[src/inc/scfe_pkg.sv]
// Operation
// [RULE_01] 4 KB sectors on 0x1000 boundaries
// [RULE_02] Sixteen sectors form one 64 KB block
// [RULE_03] Unknown opcode: standby, output off until select
// [RULE_04] Known opcode: active until select rises
// [RULE_05] Sample on clock rise, shift on fall
// [RULE_06] Read commands stream data until deselect
// [RULE_07] Write-type commands must end on byte boundary
// [RULE_08] Array access ignored while engine busy
// [RULE_09] Power-up reset puts command logic in standby
// [RULE_10] Content changes need write latch set first
// [RULE_11] Write latch clears after changing commands
// [RULE_12] Sleeping: only wake or signature read accepted
// [RULE_13] Protect level bits select protected blocks
// [RULE_14] Protect pin locks protect and guard bits
// [RULE_15] Pause starts on pause low, clock low
// [RULE_16] Pause ends on pause high, clock low
// [RULE_17] Paused: output off, clock and input ignored
// [RULE_18] Pause never stops internal write engine
// [RULE_19] Deselect during pause resets interface logic
// [RULE_20] Host checks status before each command
// [RULE_21] Program or erase into protected area ignored
package scfe_pkg;
	localparam int ADDR_W = 19;
	localparam int SECT_LSB = 12;
	localparam int BLK_LSB = 16;
	localparam int BLK_W = ADDR_W - BLK_LSB;
	localparam logic [BLK_W-1:0] BLK_TOP = 3'h3;
	localparam logic [BLK_W-1:0] BLK_MID = 3'h2;
	localparam logic [1:0] PL_NONE = 2'h0;
	localparam logic [1:0] PL_ONE = 2'h1;
	localparam logic [1:0] PL_TWO = 2'h2;
	localparam logic [1:0] PL_ALL = 2'h3;
	localparam logic [7:0] OP_UNLOCK = 8'h06;
	localparam logic [7:0] OP_LOCK = 8'h04;
	localparam logic [7:0] OP_STWR = 8'h01;
	localparam logic [7:0] OP_IDENT = 8'h9f;
	localparam logic [7:0] OP_STRD = 8'h05;
	localparam logic [7:0] OP_READ = 8'h03;
	localparam logic [7:0] OP_FAST = 8'h0b;
	localparam logic [7:0] OP_PARAM = 8'h5a;
	localparam logic [7:0] OP_SIG = 8'hab;
	localparam logic [7:0] OP_MAKER = 8'h90;
	localparam logic [7:0] OP_DUAL = 8'h3b;
	localparam logic [7:0] OP_SWIPE = 8'h20;
	localparam logic [7:0] OP_BWIPE_A = 8'h52;
	localparam logic [7:0] OP_BWIPE_B = 8'hd8;
	localparam logic [7:0] OP_CWIPE_A = 8'h60;
	localparam logic [7:0] OP_CWIPE_B = 8'hc7;
	localparam logic [7:0] OP_PAGE = 8'h02;
	localparam logic [7:0] OP_SLEEP = 8'hb9;
	localparam int SB_BUSY = 0;
	localparam int SB_WEL = 1;
	localparam int SB_LO = 2;
	localparam int SB_HI = 3;
	localparam int SB_GUARD = 7;
	localparam logic [7:0] ST_WR_MASK = 8'h8c;
	localparam logic [7:0] ST_RST = 8'h00;
	localparam logic [2:0] BIT_ZERO = 3'h0;
	localparam logic [2:0] BIT_ONE = 3'h1;
	localparam logic [2:0] BIT_TWO = 3'h2;
	localparam logic [2:0] BIT_LAST = 3'h7;
	localparam logic [2:0] NB_ZERO = 3'h0;
	localparam logic [2:0] NB_ONE = 3'h1;
	localparam logic [2:0] NB_STWR = 3'h2;
	localparam logic [2:0] ADDR_LAST = 3'h3;
	localparam logic [2:0] NB_ADDR = 3'h4;
	localparam logic [2:0] NB_PAGE = 3'h5;
	localparam logic [2:0] NB_MAX = 3'h7;

	typedef enum logic [4:0] {
		CK_NONE, CK_UNLOCK, CK_LOCK, CK_STWR, CK_STRD, CK_IDENT, CK_READ,
		CK_FAST, CK_DUAL, CK_PARAM, CK_SIG, CK_MAKER, CK_PAGE, CK_SWIPE,
		CK_BWIPE, CK_CWIPE, CK_SLEEP
	} scfe_kind_t;
	typedef enum logic [2:0] {
		SS_IDLE, SS_CMD, SS_ADDR, SS_DUMMY, SS_IN, SS_OUT, SS_IGNORE
	} scfe_state_t;
	typedef struct packed {
		scfe_kind_t kind;
		logic addr;
		logic dummy;
		logic out;
		logic dual;
	} scfe_info_t;
	typedef struct packed {
		scfe_kind_t kind;
		logic [ADDR_W-1:0] addr;
	} scfe_op_t;
	typedef struct packed {
		logic cs_n;
		logic sclk;
		logic si;
		logic hold_n;
		logic wp_n;
	} scfe_pins_t;

	function automatic scfe_info_t cmd_decode(input logic [7:0] op);
		scfe_info_t i;
		i = '{CK_NONE, 1'b0, 1'b0, 1'b0, 1'b0};
		case (op)
			OP_UNLOCK: i.kind = CK_UNLOCK;
			OP_LOCK: i.kind = CK_LOCK;
			OP_STWR: i.kind = CK_STWR;
			OP_SLEEP: i.kind = CK_SLEEP;
			OP_CWIPE_A, OP_CWIPE_B: i.kind = CK_CWIPE;
			OP_STRD: i = '{CK_STRD, 1'b0, 1'b0, 1'b1, 1'b0};
			OP_IDENT: i = '{CK_IDENT, 1'b0, 1'b0, 1'b1, 1'b0};
			OP_READ: i = '{CK_READ, 1'b1, 1'b0, 1'b1, 1'b0};
			OP_FAST: i = '{CK_FAST, 1'b1, 1'b1, 1'b1, 1'b0};
			OP_DUAL: i = '{CK_DUAL, 1'b1, 1'b1, 1'b1, 1'b1};
			OP_PARAM: i = '{CK_PARAM, 1'b1, 1'b1, 1'b1, 1'b0};
			OP_SIG: i = '{CK_SIG, 1'b1, 1'b0, 1'b1, 1'b0};
			OP_MAKER: i = '{CK_MAKER, 1'b1, 1'b0, 1'b1, 1'b0};
			OP_PAGE: i = '{CK_PAGE, 1'b1, 1'b0, 1'b0, 1'b0};
			OP_SWIPE: i = '{CK_SWIPE, 1'b1, 1'b0, 1'b0, 1'b0};
			OP_BWIPE_A, OP_BWIPE_B: i = '{CK_BWIPE, 1'b1, 1'b0, 1'b0, 1'b0};
			default: i.kind = CK_NONE;
		endcase
		return i;
	endfunction

	function automatic logic is_array(input scfe_kind_t k);
		return k inside {CK_READ, CK_FAST, CK_DUAL, CK_PAGE, CK_SWIPE,
			CK_BWIPE, CK_CWIPE, CK_STWR};
	endfunction

	function automatic logic is_change(input scfe_kind_t k);
		return k inside {CK_STWR, CK_PAGE, CK_SWIPE, CK_BWIPE, CK_CWIPE};
	endfunction

	function automatic logic prot_hit(input logic [ADDR_W-1:0] a,
		input logic [1:0] lvl);
		logic [BLK_W-1:0] blk;
		blk = a[ADDR_W-1:BLK_LSB]; // RULE_02
		case (lvl) // RULE_13
			PL_ONE: return blk == BLK_TOP;
			PL_TWO: return blk == BLK_TOP || blk == BLK_MID;
			PL_ALL: return 1'b1;
			default: return 1'b0;
		endcase
	endfunction

	function automatic logic [ADDR_W-1:0] align(input logic [ADDR_W-1:0] a,
		input int lsb);
		logic [ADDR_W-1:0] m;
		m = {ADDR_W{1'b1}} << lsb;
		return a & m;
	endfunction
endpackage

[src/design/scfe_fifo.sv]
`timescale 1ns/1ps
`default_nettype none
module scfe_fifo #(
	parameter int WIDTH = 8,
	parameter int DEPTH = 8
) (
	input wire logic clk_i,
	input wire logic rst_i,
	input wire logic flush_i,
	input wire logic in_valid_i,
	output logic in_ready_o,
	input wire logic [WIDTH-1:0] in_data_i,
	output logic out_valid_o,
	input wire logic out_ready_i,
	output logic [WIDTH-1:0] out_data_o
);
	localparam int AW = $clog2(DEPTH);
	localparam logic [AW:0] FULL = (AW+1)'(DEPTH);
	localparam logic [AW:0] CNT_ONE = (AW+1)'(1);

	logic [WIDTH-1:0] mem_q [DEPTH];
	logic [AW-1:0] wr_q;
	logic [AW-1:0] rd_q;
	logic [AW:0] cnt_q;
	logic push;
	logic pop;

	// Wraps by compare so any depth works, not only powers of two
	function automatic logic [AW-1:0] ptr_next(input logic [AW-1:0] p);
		return (p == AW'(DEPTH - 1)) ? '0 : AW'(p + 1'b1);
	endfunction

	assign in_ready_o = cnt_q != FULL;
	assign push = in_valid_i & in_ready_o;
	// Output slot is a register so the consumer sees flop outputs
	assign pop = (cnt_q != '0) & (~out_valid_o | out_ready_i);

	always_ff @(posedge clk_i) begin
		if (push) begin
			mem_q[wr_q] <= in_data_i;
		end
	end

	always_ff @(posedge clk_i) begin
		if (rst_i || flush_i) begin
			wr_q <= '0;
			rd_q <= '0;
			cnt_q <= '0;
			out_valid_o <= 1'b0;
			out_data_o <= '0;
		end else begin
			if (push) begin
				wr_q <= ptr_next(wr_q);
			end
			if (pop) begin
				out_data_o <= mem_q[rd_q];
				rd_q <= ptr_next(rd_q);
				out_valid_o <= 1'b1;
			end else if (out_ready_i) begin
				out_valid_o <= 1'b0;
			end
			if (push && !pop) begin
				cnt_q <= cnt_q + CNT_ONE;
			end else if (pop && !push) begin
				cnt_q <= cnt_q - CNT_ONE;
			end
		end
	end
endmodule
`default_nettype wire

[src/design/scfe_front.sv]
`timescale 1ns/1ps
`default_nettype none
module scfe_front
	import scfe_pkg::*;
#(
	parameter int FIFO_DEPTH = 8
) (
	input wire logic mclk_i,
	input wire logic sys_rst_i,
	input wire logic cs_n_i,
	input wire logic sclk_i,
	input wire logic si_i,
	input wire logic hold_n_i,
	input wire logic wp_n_i,
	output logic si_o,
	output logic si_oe_o,
	output logic so_o,
	output logic so_oe_o,
	input wire logic busy_i,
	output logic op_valid_o,
	output var scfe_op_t op_o,
	output logic rd_req_o,
	output var scfe_op_t rd_o,
	input wire logic [7:0] rd_byte_i,
	output logic pg_valid_o,
	output logic [7:0] pg_data_o,
	input wire logic pg_ready_i,
	output logic pg_overrun_o,
	output logic [7:0] status_o,
	output logic write_latch_flag_o,
	output logic sleep_o
);
	scfe_pins_t meta_q;
	scfe_pins_t pin_q;
	scfe_pins_t prev_q;
	scfe_state_t state_q;
	scfe_info_t info_q;
	scfe_info_t ci;
	scfe_op_t op_q;
	scfe_op_t rd_q;
	logic [2:0] bit_cnt_q;
	logic [2:0] byte_cnt_q;
	logic [7:0] shin_q;
	logic [ADDR_W-1:0] addr_q;
	logic hold_q;
	logic wel_q;
	logic sleep_q;
	logic [7:0] st_q;
	logic op_valid_q;
	logic flush_q;
	logic overrun_q;
	logic [7:0] sh_q;
	logic [2:0] obit_q;
	logic so_q;
	logic sio0_q;
	logic so_oe_q;
	logic si_oe_q;
	logic rd_req_q;
	logic in_out_q;
	logic cs_fall;
	logic cs_rise;
	logic sck_rise;
	logic sck_fall;
	logic byte_done;
	logic [7:0] nb;
	logic [7:0] stat_byte;
	logic [7:0] src_byte;
	logic [1:0] level;
	logic pin_guard;
	logic len_ok;
	logic blocked;
	logic go;
	logic push;
	logic fifo_rdy;

	function automatic logic [7:0] out_shift(input logic [7:0] v,
		input logic dual);
		return dual ? {v[5:0], 2'h0} : {v[6:0], 1'h0};
	endfunction

	// Pins are asynchronous to mclk: two flops, third only for edges
	always_ff @(posedge mclk_i) begin
		if (sys_rst_i) begin
			meta_q <= '1;
			pin_q <= '1;
			prev_q <= '1;
		end else begin
			meta_q <= scfe_pins_t'({cs_n_i, sclk_i, si_i, hold_n_i, wp_n_i});
			pin_q <= meta_q;
			prev_q <= pin_q;
		end
	end

	assign cs_fall = prev_q.cs_n & ~pin_q.cs_n;
	assign cs_rise = ~prev_q.cs_n & pin_q.cs_n;
	// Clock edges are masked while paused
	assign sck_rise = ~hold_q & ~pin_q.cs_n & ~prev_q.sclk & pin_q.sclk; // RULE_05 RULE_17
	assign sck_fall = ~hold_q & ~pin_q.cs_n & prev_q.sclk & ~pin_q.sclk; // RULE_05
	assign byte_done = sck_rise & (bit_cnt_q == BIT_LAST);
	assign nb = {shin_q[6:0], pin_q.si};
	assign ci = cmd_decode(nb);
	assign level = {st_q[SB_HI], st_q[SB_LO]};
	assign pin_guard = st_q[SB_GUARD] & ~pin_q.wp_n; // RULE_14

	always_comb begin
		stat_byte = st_q;
		stat_byte[SB_WEL] = wel_q;
		stat_byte[SB_BUSY] = busy_i;
	end
	assign src_byte = (info_q.kind == CK_STRD) ? stat_byte : rd_byte_i;

	// Pause follows the pin only while the clock is low, so a change
	// with the clock high waits for it to drop
	always_ff @(posedge mclk_i) begin
		if (sys_rst_i || pin_q.cs_n) begin
			hold_q <= 1'b0; // RULE_19
		end else if (!pin_q.sclk) begin
			hold_q <= ~pin_q.hold_n; // RULE_15 RULE_16
		end
	end

	// Command framing; state is kept as is while paused
	always_ff @(posedge mclk_i) begin
		if (sys_rst_i) begin
			state_q <= SS_IDLE; // RULE_09
			bit_cnt_q <= BIT_ZERO;
			byte_cnt_q <= NB_ZERO;
			shin_q <= '0;
			info_q <= '0;
			addr_q <= '0;
		end else if (cs_fall) begin
			state_q <= SS_CMD;
			bit_cnt_q <= BIT_ZERO;
			byte_cnt_q <= NB_ZERO;
		end else if (pin_q.cs_n) begin
			state_q <= SS_IDLE; // RULE_04
		end else if (sck_rise) begin
			shin_q <= nb;
			bit_cnt_q <= bit_cnt_q + BIT_ONE;
			if (bit_cnt_q == BIT_LAST) begin
				if (byte_cnt_q != NB_MAX) begin
					byte_cnt_q <= byte_cnt_q + NB_ONE;
				end
				unique case (state_q)
					SS_CMD: begin
						info_q <= ci;
						if (ci.kind == CK_NONE) begin
							state_q <= SS_IGNORE; // RULE_03
						end else if (sleep_q && ci.kind != CK_SIG) begin
							state_q <= SS_IGNORE; // RULE_12
						end else if (busy_i && is_array(ci.kind)) begin
							state_q <= SS_IGNORE; // RULE_08
						end else if (ci.addr) begin
							state_q <= SS_ADDR; // RULE_04
						end else begin
							state_q <= ci.out ? SS_OUT : SS_IN;
						end
					end
					SS_ADDR: begin
						addr_q <= {addr_q[ADDR_W-9:0], nb};
						if (byte_cnt_q == ADDR_LAST) begin
							if (info_q.dummy) begin
								state_q <= SS_DUMMY;
							end else begin
								state_q <= info_q.out ? SS_OUT : SS_IN;
							end
						end
					end
					SS_DUMMY: state_q <= SS_OUT;
					SS_IDLE, SS_IN, SS_OUT, SS_IGNORE: ;
				endcase
			end
		end
	end

	// Output path: prefetch on entry, then one byte ahead per load
	always_ff @(posedge mclk_i) begin
		if (sys_rst_i) begin
			rd_req_q <= 1'b0;
			rd_q <= '0;
			in_out_q <= 1'b0;
			sh_q <= '0;
			obit_q <= BIT_ZERO;
			so_q <= 1'b0;
			sio0_q <= 1'b0;
		end else begin
			rd_req_q <= 1'b0;
			in_out_q <= state_q == SS_OUT;
			if (state_q == SS_OUT && !in_out_q) begin
				rd_req_q <= 1'b1;
				rd_q <= '{info_q.kind, addr_q};
				obit_q <= BIT_ZERO;
			end else if (state_q == SS_OUT && sck_fall) begin // RULE_06
				if (obit_q == BIT_ZERO) begin
					so_q <= src_byte[7];
					sio0_q <= src_byte[6];
					sh_q <= out_shift(src_byte, info_q.dual);
					rd_req_q <= 1'b1;
					rd_q.addr <= ADDR_W'(rd_q.addr + 1'b1);
				end else begin
					so_q <= sh_q[7];
					sio0_q <= sh_q[6];
					sh_q <= out_shift(sh_q, info_q.dual);
				end
				obit_q <= obit_q + (info_q.dual ? BIT_TWO : BIT_ONE);
			end
		end
	end

	// Drivers off in standby, while paused and outside data-out
	always_ff @(posedge mclk_i) begin
		if (sys_rst_i) begin
			so_oe_q <= 1'b0;
			si_oe_q <= 1'b0;
		end else begin
			so_oe_q <= state_q == SS_OUT && !hold_q && !pin_q.cs_n; // RULE_03 RULE_17
			si_oe_q <= state_q == SS_OUT && !hold_q && !pin_q.cs_n &&
				info_q.dual;
		end
	end

	always_comb begin
		len_ok = 1'b0;
		case (info_q.kind)
			CK_UNLOCK, CK_LOCK, CK_SLEEP, CK_CWIPE, CK_SIG:
				len_ok = byte_cnt_q == NB_ONE;
			CK_STWR: len_ok = byte_cnt_q == NB_STWR;
			CK_SWIPE, CK_BWIPE: len_ok = byte_cnt_q == NB_ADDR;
			CK_PAGE: len_ok = byte_cnt_q >= NB_PAGE;
			default: len_ok = 1'b0;
		endcase
		blocked = is_change(info_q.kind) && !wel_q; // RULE_10
		if (info_q.kind == CK_STWR && pin_guard) begin
			blocked = 1'b1; // RULE_14
		end
		if (info_q.kind inside {CK_PAGE, CK_SWIPE, CK_BWIPE} &&
			prot_hit(addr_q, level)) begin
			blocked = 1'b1; // RULE_21
		end
		if (info_q.kind == CK_CWIPE && level != PL_NONE) begin
			blocked = 1'b1; // RULE_13
		end
	end

	// Deselect during a pause executes nothing; mid-byte, only a signature readout releases sleep
	assign go = cs_rise & ~hold_q & (state_q != SS_IGNORE) &
		(bit_cnt_q == BIT_ZERO) & len_ok & ~blocked; // RULE_07 RULE_19
	assign push = (state_q == SS_IN) & (info_q.kind == CK_PAGE) &
		byte_done & ~blocked;

	// Busy only gates new accesses; ops in flight are never cut off
	always_ff @(posedge mclk_i) begin
		if (sys_rst_i) begin
			wel_q <= 1'b0; // RULE_11
			sleep_q <= 1'b0;
			st_q <= ST_RST;
			op_valid_q <= 1'b0;
			op_q <= '0;
			flush_q <= 1'b0;
		end else begin
			op_valid_q <= 1'b0;
			flush_q <= cs_rise && info_q.kind == CK_PAGE && !go;
			if (go) begin
				case (info_q.kind)
					CK_UNLOCK: wel_q <= 1'b1; // RULE_10
					CK_LOCK: wel_q <= 1'b0; // RULE_11
					CK_SLEEP: sleep_q <= 1'b1;
					CK_SIG: sleep_q <= 1'b0; // RULE_12
					CK_STWR: st_q <= shin_q & ST_WR_MASK;
					default: ;
				endcase
				if (is_change(info_q.kind)) begin
					wel_q <= 1'b0; // RULE_11
					op_valid_q <= 1'b1; // RULE_18
					op_q.kind <= info_q.kind;
					op_q.addr <= addr_q;
					if (info_q.kind == CK_SWIPE) begin
						op_q.addr <= align(addr_q, SECT_LSB); // RULE_01
					end else if (info_q.kind == CK_BWIPE) begin
						op_q.addr <= align(addr_q, BLK_LSB); // RULE_02
					end
				end
			end
			// Signature readout also releases sleep, at any bit
			if (cs_rise && !hold_q && info_q.kind == CK_SIG &&
				state_q == SS_OUT) begin
				sleep_q <= 1'b0; // RULE_12
			end
		end
	end

	// A byte the full buffer cannot take is lost; the flag tells why
	always_ff @(posedge mclk_i) begin
		if (sys_rst_i) begin
			overrun_q <= 1'b0;
		end else if (push && !fifo_rdy) begin
			overrun_q <= 1'b1;
		end else if (cs_fall) begin
			overrun_q <= 1'b0;
		end
	end

	scfe_fifo #(
		.WIDTH(8),
		.DEPTH(FIFO_DEPTH)
	) u_fifo (
		.clk_i(mclk_i),
		.rst_i(sys_rst_i),
		.flush_i(flush_q),
		.in_valid_i(push),
		.in_ready_o(fifo_rdy),
		.in_data_i(nb),
		.out_valid_o(pg_valid_o),
		.out_ready_i(pg_ready_i),
		.out_data_o(pg_data_o)
	);

	assign so_o = so_q;
	assign so_oe_o = so_oe_q;
	assign si_o = sio0_q;
	assign si_oe_o = si_oe_q;
	assign op_valid_o = op_valid_q;
	assign op_o = op_q;
	assign rd_req_o = rd_req_q;
	assign rd_o = rd_q;
	assign pg_overrun_o = overrun_q;
	assign status_o = st_q;
	assign write_latch_flag_o = wel_q;
	assign sleep_o = sleep_q;
endmodule
`default_nettype wire

[config.mk]
export PLATFORM = sky130hd
export DESIGN_NAME = scfe_front
export DESIGN_NICKNAME = d
export VERILOG_FILES = /design/src/inc/scfe_pkg.sv /design/src/design/scfe_fifo.sv /design/src/design/scfe_front.sv
export SDC_FILE = /design/constraint.sdc
export NUM_CORES = 1
export LEC_CHECK = 0
export BUFFER_PORTS_ARGS = -buffer_cell sky130_fd_sc_hd__buf_2
export CAP_MARGIN = 25
export CELL_PAD_IN_SITES_DETAIL_PLACEMENT = 2
export CELL_PAD_IN_SITES_GLOBAL_PLACEMENT = 2
export CORE_MARGIN = 2
export CORE_UTILIZATION = 35
export CTS_CLUSTER_DIAMETER = 30
export CTS_CLUSTER_SIZE = 8
export DETAILED_ROUTE_END_ITERATION = 16
export GPL_TIMING_DRIVEN = 0
export HOLD_SLACK_MARGIN = 0.03
export PLACE_DENSITY_LB_ADDON = 0.1
export REMOVE_ABC_BUFFERS = 1
export SLEW_MARGIN = 20
export SYNTH_ARGS = -nofsm -noshare
export SYNTH_HDL_FRONTEND = slang
export SYNTH_SLANG_ARGS = --single-unit
[constraint.sdc]
create_clock -name mclk_i -period 2.9 [get_ports mclk_i]
set_input_delay 0.29 -clock mclk_i [delete_from_list [all_inputs] [get_ports mclk_i]]
set_output_delay 0.29 -clock mclk_i [all_outputs]
set_load 0.05 [all_outputs]
**Word-level counts from Yosys, hierarchy flattened**

Memory sizes are Yosys's and may differ from the RTL's. A register that Yosys moved wholly into a read port is not among the register bits.
Index checks and enable logic that the tools add are counted.

- Register bits: 141
- Latch bits: 0
- Bits in writable memories: 64
- Memory bits (read-only): 0
- Input port bits: 17
- Output and inout port bits: 74
- Logic and storage cells: 270
- Memories: 1

Memories:

| memory | depth | width | rd ports | clocked after Yosys merged registers in | write ports | RTL line | source |
|---|---|---|---|---|---|---|---|
| u_fifo.mem_q | 8 | 8 | 1 | 1 | 1 | scfe_fifo.sv:21 | `logic [WIDTH-1:0] mem_q [DEPTH];` |

- Add/subtract/negate cells: 8
- Multipliers: 0
- Divide/modulo/power cells: 0
- $lt $le $gt $ge: 1
- Equality and inequality tests: 59
- Shift operators: 0
- Multiplexer cells: 49
- Bitwise operators: 32
- Reductions and logical operators: 75

Operators by type and width:

| kind | number |
|---|---|
| case mux 5 bit (16 select lines) | 1 |
| two-way mux 19 bit | 3 |
| == test 5 x 4 -> 1 bit, second input constant | 10 |
| == test 8 bit, second input constant | 6 |
| two-way mux 16 bit | 2 |
| two-way mux 8 bit | 4 |
| == test 8 x 3 -> 1 bit, second input constant | 3 |
| == test 8 x 7 -> 1 bit, second input constant | 3 |
| two-way mux 3 bit | 8 |
| two-way mux 1 bit | 22 |
| case mux 4 bit (5 select lines) | 1 |
| adder 19 x 1 -> 19 bit, second input constant | 1 |
| AND 1 bit | 19 |
| logical AND 1 bit | 19 |
| == test 3 x 2 -> 1 bit, second input constant | 6 |
| == test 3 bit, second input constant | 6 |
| OR reduction 2 bit | 9 |
| == test 8 x 2 -> 1 bit, second input constant | 2 |
| == test 8 x 6 -> 1 bit, second input constant | 2 |
| == test 5 x 2 -> 1 bit, second input constant | 3 |
| == test 5 x 3 -> 1 bit, second input constant | 3 |
| nonzero test 3 bit | 5 |
| AND reduction 2 bit | 7 |
| nonzero test 2 bit | 7 |
| 37 further kinds | 72 |

**Longest topological paths before layout**

- Depth after elaboration: 14
- Mapped depth: 13
- Mapped depth without buffers: 12

**By module**

A second synthesis with hierarchy kept.

- Cells, all modules: 940
- Area total of the unflattened synthesis: 9566.7 µm²

Modules (own cells, without submodules):

| module | instances | cells each | area an instance (µm²) | sequential area each (µm²) |
|---|---|---|---|---|
| scfe_front | 1 | 742 | 6299.8 | 2582.5 |
| scfe_fifo | 1 | 198 | 3266.9 | 2302.2 |

**Worst setup path before layout**

OpenSTA, ideal clock, no wires.

- Path type: register -> register
- Start point: register st_q[3] (netlist: status_o[3])
- End point: register u_fifo.cnt_q[3]
- Library setup time: 0.071 ns
- Data arrival time: 2.982 ns
- Data required time: 2.829 ns
- Path slack: -0.152 ns
- Stages on the path, launching flop included: 13
- Path buffers: 0
- Period minus slack after synthesis: 3.052 ns
- Cells stage by stage: dfxtp_1 > a22oi_1 > o31a_1 > o32ai_1 > nor4_2 > ha_1 > inv_1 > ha_1 > a21o_1 > a21oi_1 > xnor2_1 > or3_1 > a21oi_1

- Word-level cells in the longest chain between the ends: 11
- Elaborated cells between the ends (all ways): 17
- Those cells by class: eq/ne (3); mux (4); bitwise (3); reduce/logical (7)

Ends and longest elaborated chain:

| what | RTL line | source |
|---|---|---|
| start, declared | scfe_front.sv:48 | `logic [7:0] st_q;` |
| start signal, assigned | scfe_front.sv:269 | `CK_STWR: st_q <= shin_q & ST_WR_MASK;` |
| == test 2 bit or == test 2 x 1 -> 1 bit (tied branches) | scfe_pkg.sv:136 | `case (lvl)` |
| case mux 1 bit (3 select lines) | scfe_pkg.sv:136 |  |
| logical AND 1 bit | scfe_front.sv:236 | `if (info_q.kind inside {CK_PAGE, CK_SWIPE, CK_BWIPE} &&` |
| two-way mux 1 bit | scfe_front.sv:236 |  |
| two-way mux 1 bit (*) | scfe_front.sv:240 | `if (info_q.kind == CK_CWIPE && level != PL_NONE) begin` |
| inverter 1 bit (*) | scfe_front.sv:249 | `byte_done & ~blocked;` |
| AND 1 bit (*) | scfe_front.sv:249 |  |
| AND 1 bit (*) | scfe_fifo.sv:34 | `assign push = in_valid_i & in_ready_o;` |
| named net u_fifo.push | scfe_fifo.sv:25 | `logic push;` |
| zero test 1 bit | scfe_fifo.sv:64 | `end else if (pop && !push) begin` |
| logical AND 1 bit | scfe_fifo.sv:64 |  |
| nonzero test 2 bit (no source line) | -- |  |
| end signal, assigned | scfe_fifo.sv:63 | `cnt_q <= cnt_q + CNT_ONE;` |
| end signal, assigned | scfe_fifo.sv:65 | `cnt_q <= cnt_q - CNT_ONE;` |
| end, declared | scfe_fifo.sv:24 | `logic [AW:0] cnt_q;` |

Mark *: on every way through the listed nets, which the timed path passes. The rest lies on a longest branch.
A chain may end at the register's enable or synchronous reset.

**Worst setup path in the final report**

- Start point: register info_q[6] (netlist name)
- End point: register u_fifo.cnt_q[3]

- Word-level cells in the longest chain between the ends: 12
- Elaborated cells between the ends (all ways): 24
- Those cells by class: eq/ne (5); mux (4); bitwise (5); reduce/logical (10)

Ends and longest elaborated chain:

| what | RTL line | source |
|---|---|---|
| start, declared | scfe_front.sv:37 | `scfe_info_t info_q;` |
| start signal, assigned | scfe_front.sv:146 | `info_q <= ci;` |
| == test 5 x 2 -> 1 bit, or another cell as far along | scfe_pkg.sv:129, scfe_front.sv:233 |  |
| nonzero test 5 bit | scfe_pkg.sv:129 | `return k inside {CK_STWR, CK_PAGE, CK_SWIPE, CK_BWIPE, CK_CWIPE};` |
| logical AND 1 bit | scfe_front.sv:232 | `blocked = is_change(info_q.kind) && !wel_q;` |
| two-way mux 1 bit | scfe_front.sv:233 | `if (info_q.kind == CK_STWR && pin_guard) begin` |
| two-way mux 1 bit | scfe_front.sv:236 |  |
| two-way mux 1 bit | scfe_front.sv:240 |  |
| inverter 1 bit | scfe_front.sv:249 |  |
| AND 1 bit (*) | scfe_front.sv:249 |  |
| AND 1 bit (*) | scfe_fifo.sv:34 |  |
| named net u_fifo.push | scfe_fifo.sv:25 |  |
| zero test 1 bit | scfe_fifo.sv:64 |  |
| logical AND 1 bit | scfe_fifo.sv:64 |  |
| nonzero test 2 bit (no source line) | -- |  |

Marks and branches as above.

==> summary.md <==
| Metric | Value |
|---|---|
| PnR worst setup slack | ~0.021 ns |
| Met2 GRT Util | 35.2% |
| Post-route insts no fill | 1501 |
| Critical Path End Type | register |
| CTS root buf | clkbuf_16 |
| DP HPWL | 19.1 mm |
| Clock buffer depth | 3 |
| Fmax | 347 MHz |
| VDD IR max | 0.000443 V |
| Fin area | 12800 um2 |
| Starting density of the core | 35.3% |
| Placed insts | 1372 |
| GRT Overall Usage | 20.1% |
| Count of final hold-check violations | 0 |
| Buf+Inv Stages, Crit Path | 1 |
| Final core occ | 46.4% |
| Leakage power figure | 4.71 nW |
| Required @ worst endpoint | about 3.4 ns |
| CP top delay family | simple AND/OR/NAND/NOR gates |
| Max-Cap Viols | 0 |
| Post-Syn Area per Cell | around 10 um2 |
| Unique masters post-synth | 72 |
| Post-synthesis sequential area ratio | 50.2% |
| Post-synth EDFFs | 64 |
| First-pass GRT wire length | 46.1 mm |
| Count of input and output buffers | 85 |
| Critical path class | reg -> reg |
| Die Wd | 171 um |
| Slowest cell delay on critical path | 0.43 ns |
| Hold Crit Class | in -> reg |
| Asr flop ratio synth | 0% |
| Initial antenna violation count | 1 |
| CP max FO | 7 |
| Period minus WS final | 2.88 ns |
| Fin crit share | around 100% |
| I/O pins | 91 |
| Core area | around 28000 um2 |
| Die footprint | 29100 um2 |
| Share of layout cells above drive strength 1 | roughly a quarter |
| Number of nets with antenna violations after routing | 0 |
| DRT iter0 DRCs | 314 |
| Gpl congestion | 0.789 |
| Worst-Margin Slew | 0.963 ns |
| Num CTS Buffers | 53 |
| P per Cell Area | ~840 nW/um2 |
| DR vias | 7816 |
| Busiest grt layer | met2 |
| Yosys reg bits | 212 |
| Crit path launch type | register |
| Clk pin slew, worst setup/hold paths | 0.05 ns |
| DRT Pass-1 Iters | 4 |
| Synth Flop Type | dfxtp_1 |
| Row count | 61 |
| Vias per std cell | between 5 and 6 |
| Finish-stage setup viols | 0 |
| Slowest CP cell | nor4_4 |
| Ys Warns | 0 |
| GRT overflow | 0 |
| Max Slew Vio Count | 0 |
| Setup Skew | 0.0164 ns |
| Placed cell areas | 10500 um2 |
| Largest net degree at the start of global routing | 92 |
| CTS tree | yes |
| Mapped Cells | 962 |
| Setup TNS | 0 ns |
| DRC viols | 0 |
| Sink Count | 212 |
| Layout area overhead | 31.4% |
| Most frequent CP cell | a21oi_2 |
| WL/cell | 19.5 um |
| Worst-Skew Late Latency | 0.54 ns |
| Status | completed |
| Netlist Area Pre-Place | 9720 um2 |
| Relative slew slack | roughly 34% |
| Critical path cell sequence | and3b_2, o21ai_1, o32ai_4, nor4_4, ha_2, inv_2, ha_4, a21o_1, a21oi_2, xnor2_1, or3_1, a21oi_2 |
| CP arrival | 3.35 ns |
| Drt total wl | 29.3 mm |
| Unrepaired setup endpoints after global routing | true |
| Nets | 1113 |
| Pre-CTS setup slack | -0.771 ns |
| Vias in the first global route | 8264 |
| Grt met3 use | under 10% |
| Die Height | roughly 170 um |
| H-tree depth | 2 |
| Met1 usage | 25.1% |
cells in the final DEF (no fill, tap or decap), types with 16 or more instances in the layout:
master       n
buf_2       88
clkbuf_16   53
nand2b_1    45
buf_4       25
o21ai_0     21
edfxtp_1    64
dfxtp_1    132
nor3_1      27
inv_1       22
nand2_1     72
nor2_1     115
a211oi_1    25
mux2i_1     68
mux4_2      16
nand3_1     17
or2_2       16
a21oi_1     48
worst reg2reg max path, stage by stage (launching register included):
cell	delay, ns
dfxtp_4	0.37
and3b_2	0.25
o21ai_1	0.16
o32ai_4	0.17
nor4_4	0.43
ha_2	0.27
inv_2	0.06
ha_4	0.21
a21o_1	0.16
a21oi_2	0.13
xnor2_1	0.10
or3_1	0.38
a21oi_2	0.11
what timing repair did:
action / CTS / global route
setup endpoints to repair: 76 / 54
hold buffers: 5 / 0
pin swaps: 3 / 13
resized for setup: 18 / 32
endpoints found under the hold margin: 5 / 0
setup buffers: 4 / 20
path summary, 6_finish.rpt:
path | from | end | slack, ns | depth (start not counted)
hold / removal | rd_byte_i[6] | si_o | 0.06 | 3
setup / recovery | info_q[6] | u_fifo.cnt_q[3] | 0.02 | 12
setup reg to reg | info_q[6] | u_fifo.cnt_q[3] | 0.02 | 12
hold reg to reg | meta_q[4] | pin_q[4] | 0.41 | 1
logic make-up (layout without fill, tap and decap cells):
logic type,after synthesis,after routing,synth area share [%]
adder cells (fa/ha/maj),18,18,2.47
buffers and inverters,89,245,3.87
XOR/XNOR,13,13,1.17
flip-flops,212,212,50.2
AO/OA/AOI/OAI,161,161,11.2
other,1,6,0.0386
AND/OR/NAND/NOR,381,381,20.0
multiplexers,87,87,11.1
area by class of cell:
class	instances	area, um2
flip-flops and latches	212	4920
clock buffers	74	1480
clock inverters	25	424
multi-input cells	665	4650
repair buffers	122	743
inverters	24	90.1
diodes	1	2.50
fillers	2870	14800
well taps	378	473
state kept, by name (all words and copies together), names as in the netlist, 2 cells and up:
| signal | flops |
|---|---|
| obit_q | 3 |
| bit_cnt_q | 3 |
| info_q | 8 |
| state_q | 3 |
| status_o | 3 |
| u_fifo.wr_q | 3 |
| u_fifo.cnt_q | 4 |
| op_o | 24 |
| meta_q | 5 |
| pin_q | 4 |
| prev_q | 2 |
| u_fifo.mem_q | 64 |
| shin_q | 8 |
| byte_cnt_q | 3 |
| sh_q | 7 |
| rd_o | 24 |
| u_fifo.out_data_o | 8 |
| addr_q | 19 |
| u_fifo.rd_q | 3 |
cells in the mapped netlist, types with 4 or more instances:
cell	instances	area [um2]
nor3b_1	8	60.1
buf_1	4	15.0
and3_1	7	43.8
ha_1	16	200
nand2b_1	45	282
a2111oi_0	5	43.8
nand4_1	8	50.1
inv_1	23	86.3
a21oi_1	50	250
a21o_1	8	60.1
a211oi_1	25	188
buf_4	5	37.5
nor2_1	121	454
clkbuf_1	47	176
o21ai_0	22	110
nand3_1	18	90.1
a31oi_1	11	68.8
mux4_2	16	360
xnor2_1	7	61.3
a311oi_1	7	61.3
edfxtp_1	64	1920
or2_2	16	100
or3_1	7	43.8
nand2_1	72	270
dfxtp_1	148	2960
nand3b_1	7	52.6
and2_1	5	31.3
nor4_1	14	87.6
mux2i_1	68	681
nor3_1	31	155
xor2_1	6	52.6
buf_2	7	35.0
per-stage QoR:
stage / power (mW) / hold WS [ns]
CTS: 10.8 / 0.0492
global placement: 4.44 / 0.392
finish: 10.7 / 0.0629
detailed placement: 4.48 / 0.403
floorplan: 4.18 / 0.359
global route: 11.1 / 0.0870
metal layers:
metal	vias up	part of all wire [%]	routed length (um)
met5	-	0	0
met4	0	1.9	564
met3	46	3.9	1130
met2	133	50	14800
met1	3903	44	12800
li1	3734	-	-
power by group:
group	leakage, nW	switching, mW	internal [mW]
clock network	0.924	1.75	4.48
registers	1.80	0.195	3.16
logic	2.00	0.643	0.476
Power figures use the tool's default switching activity.
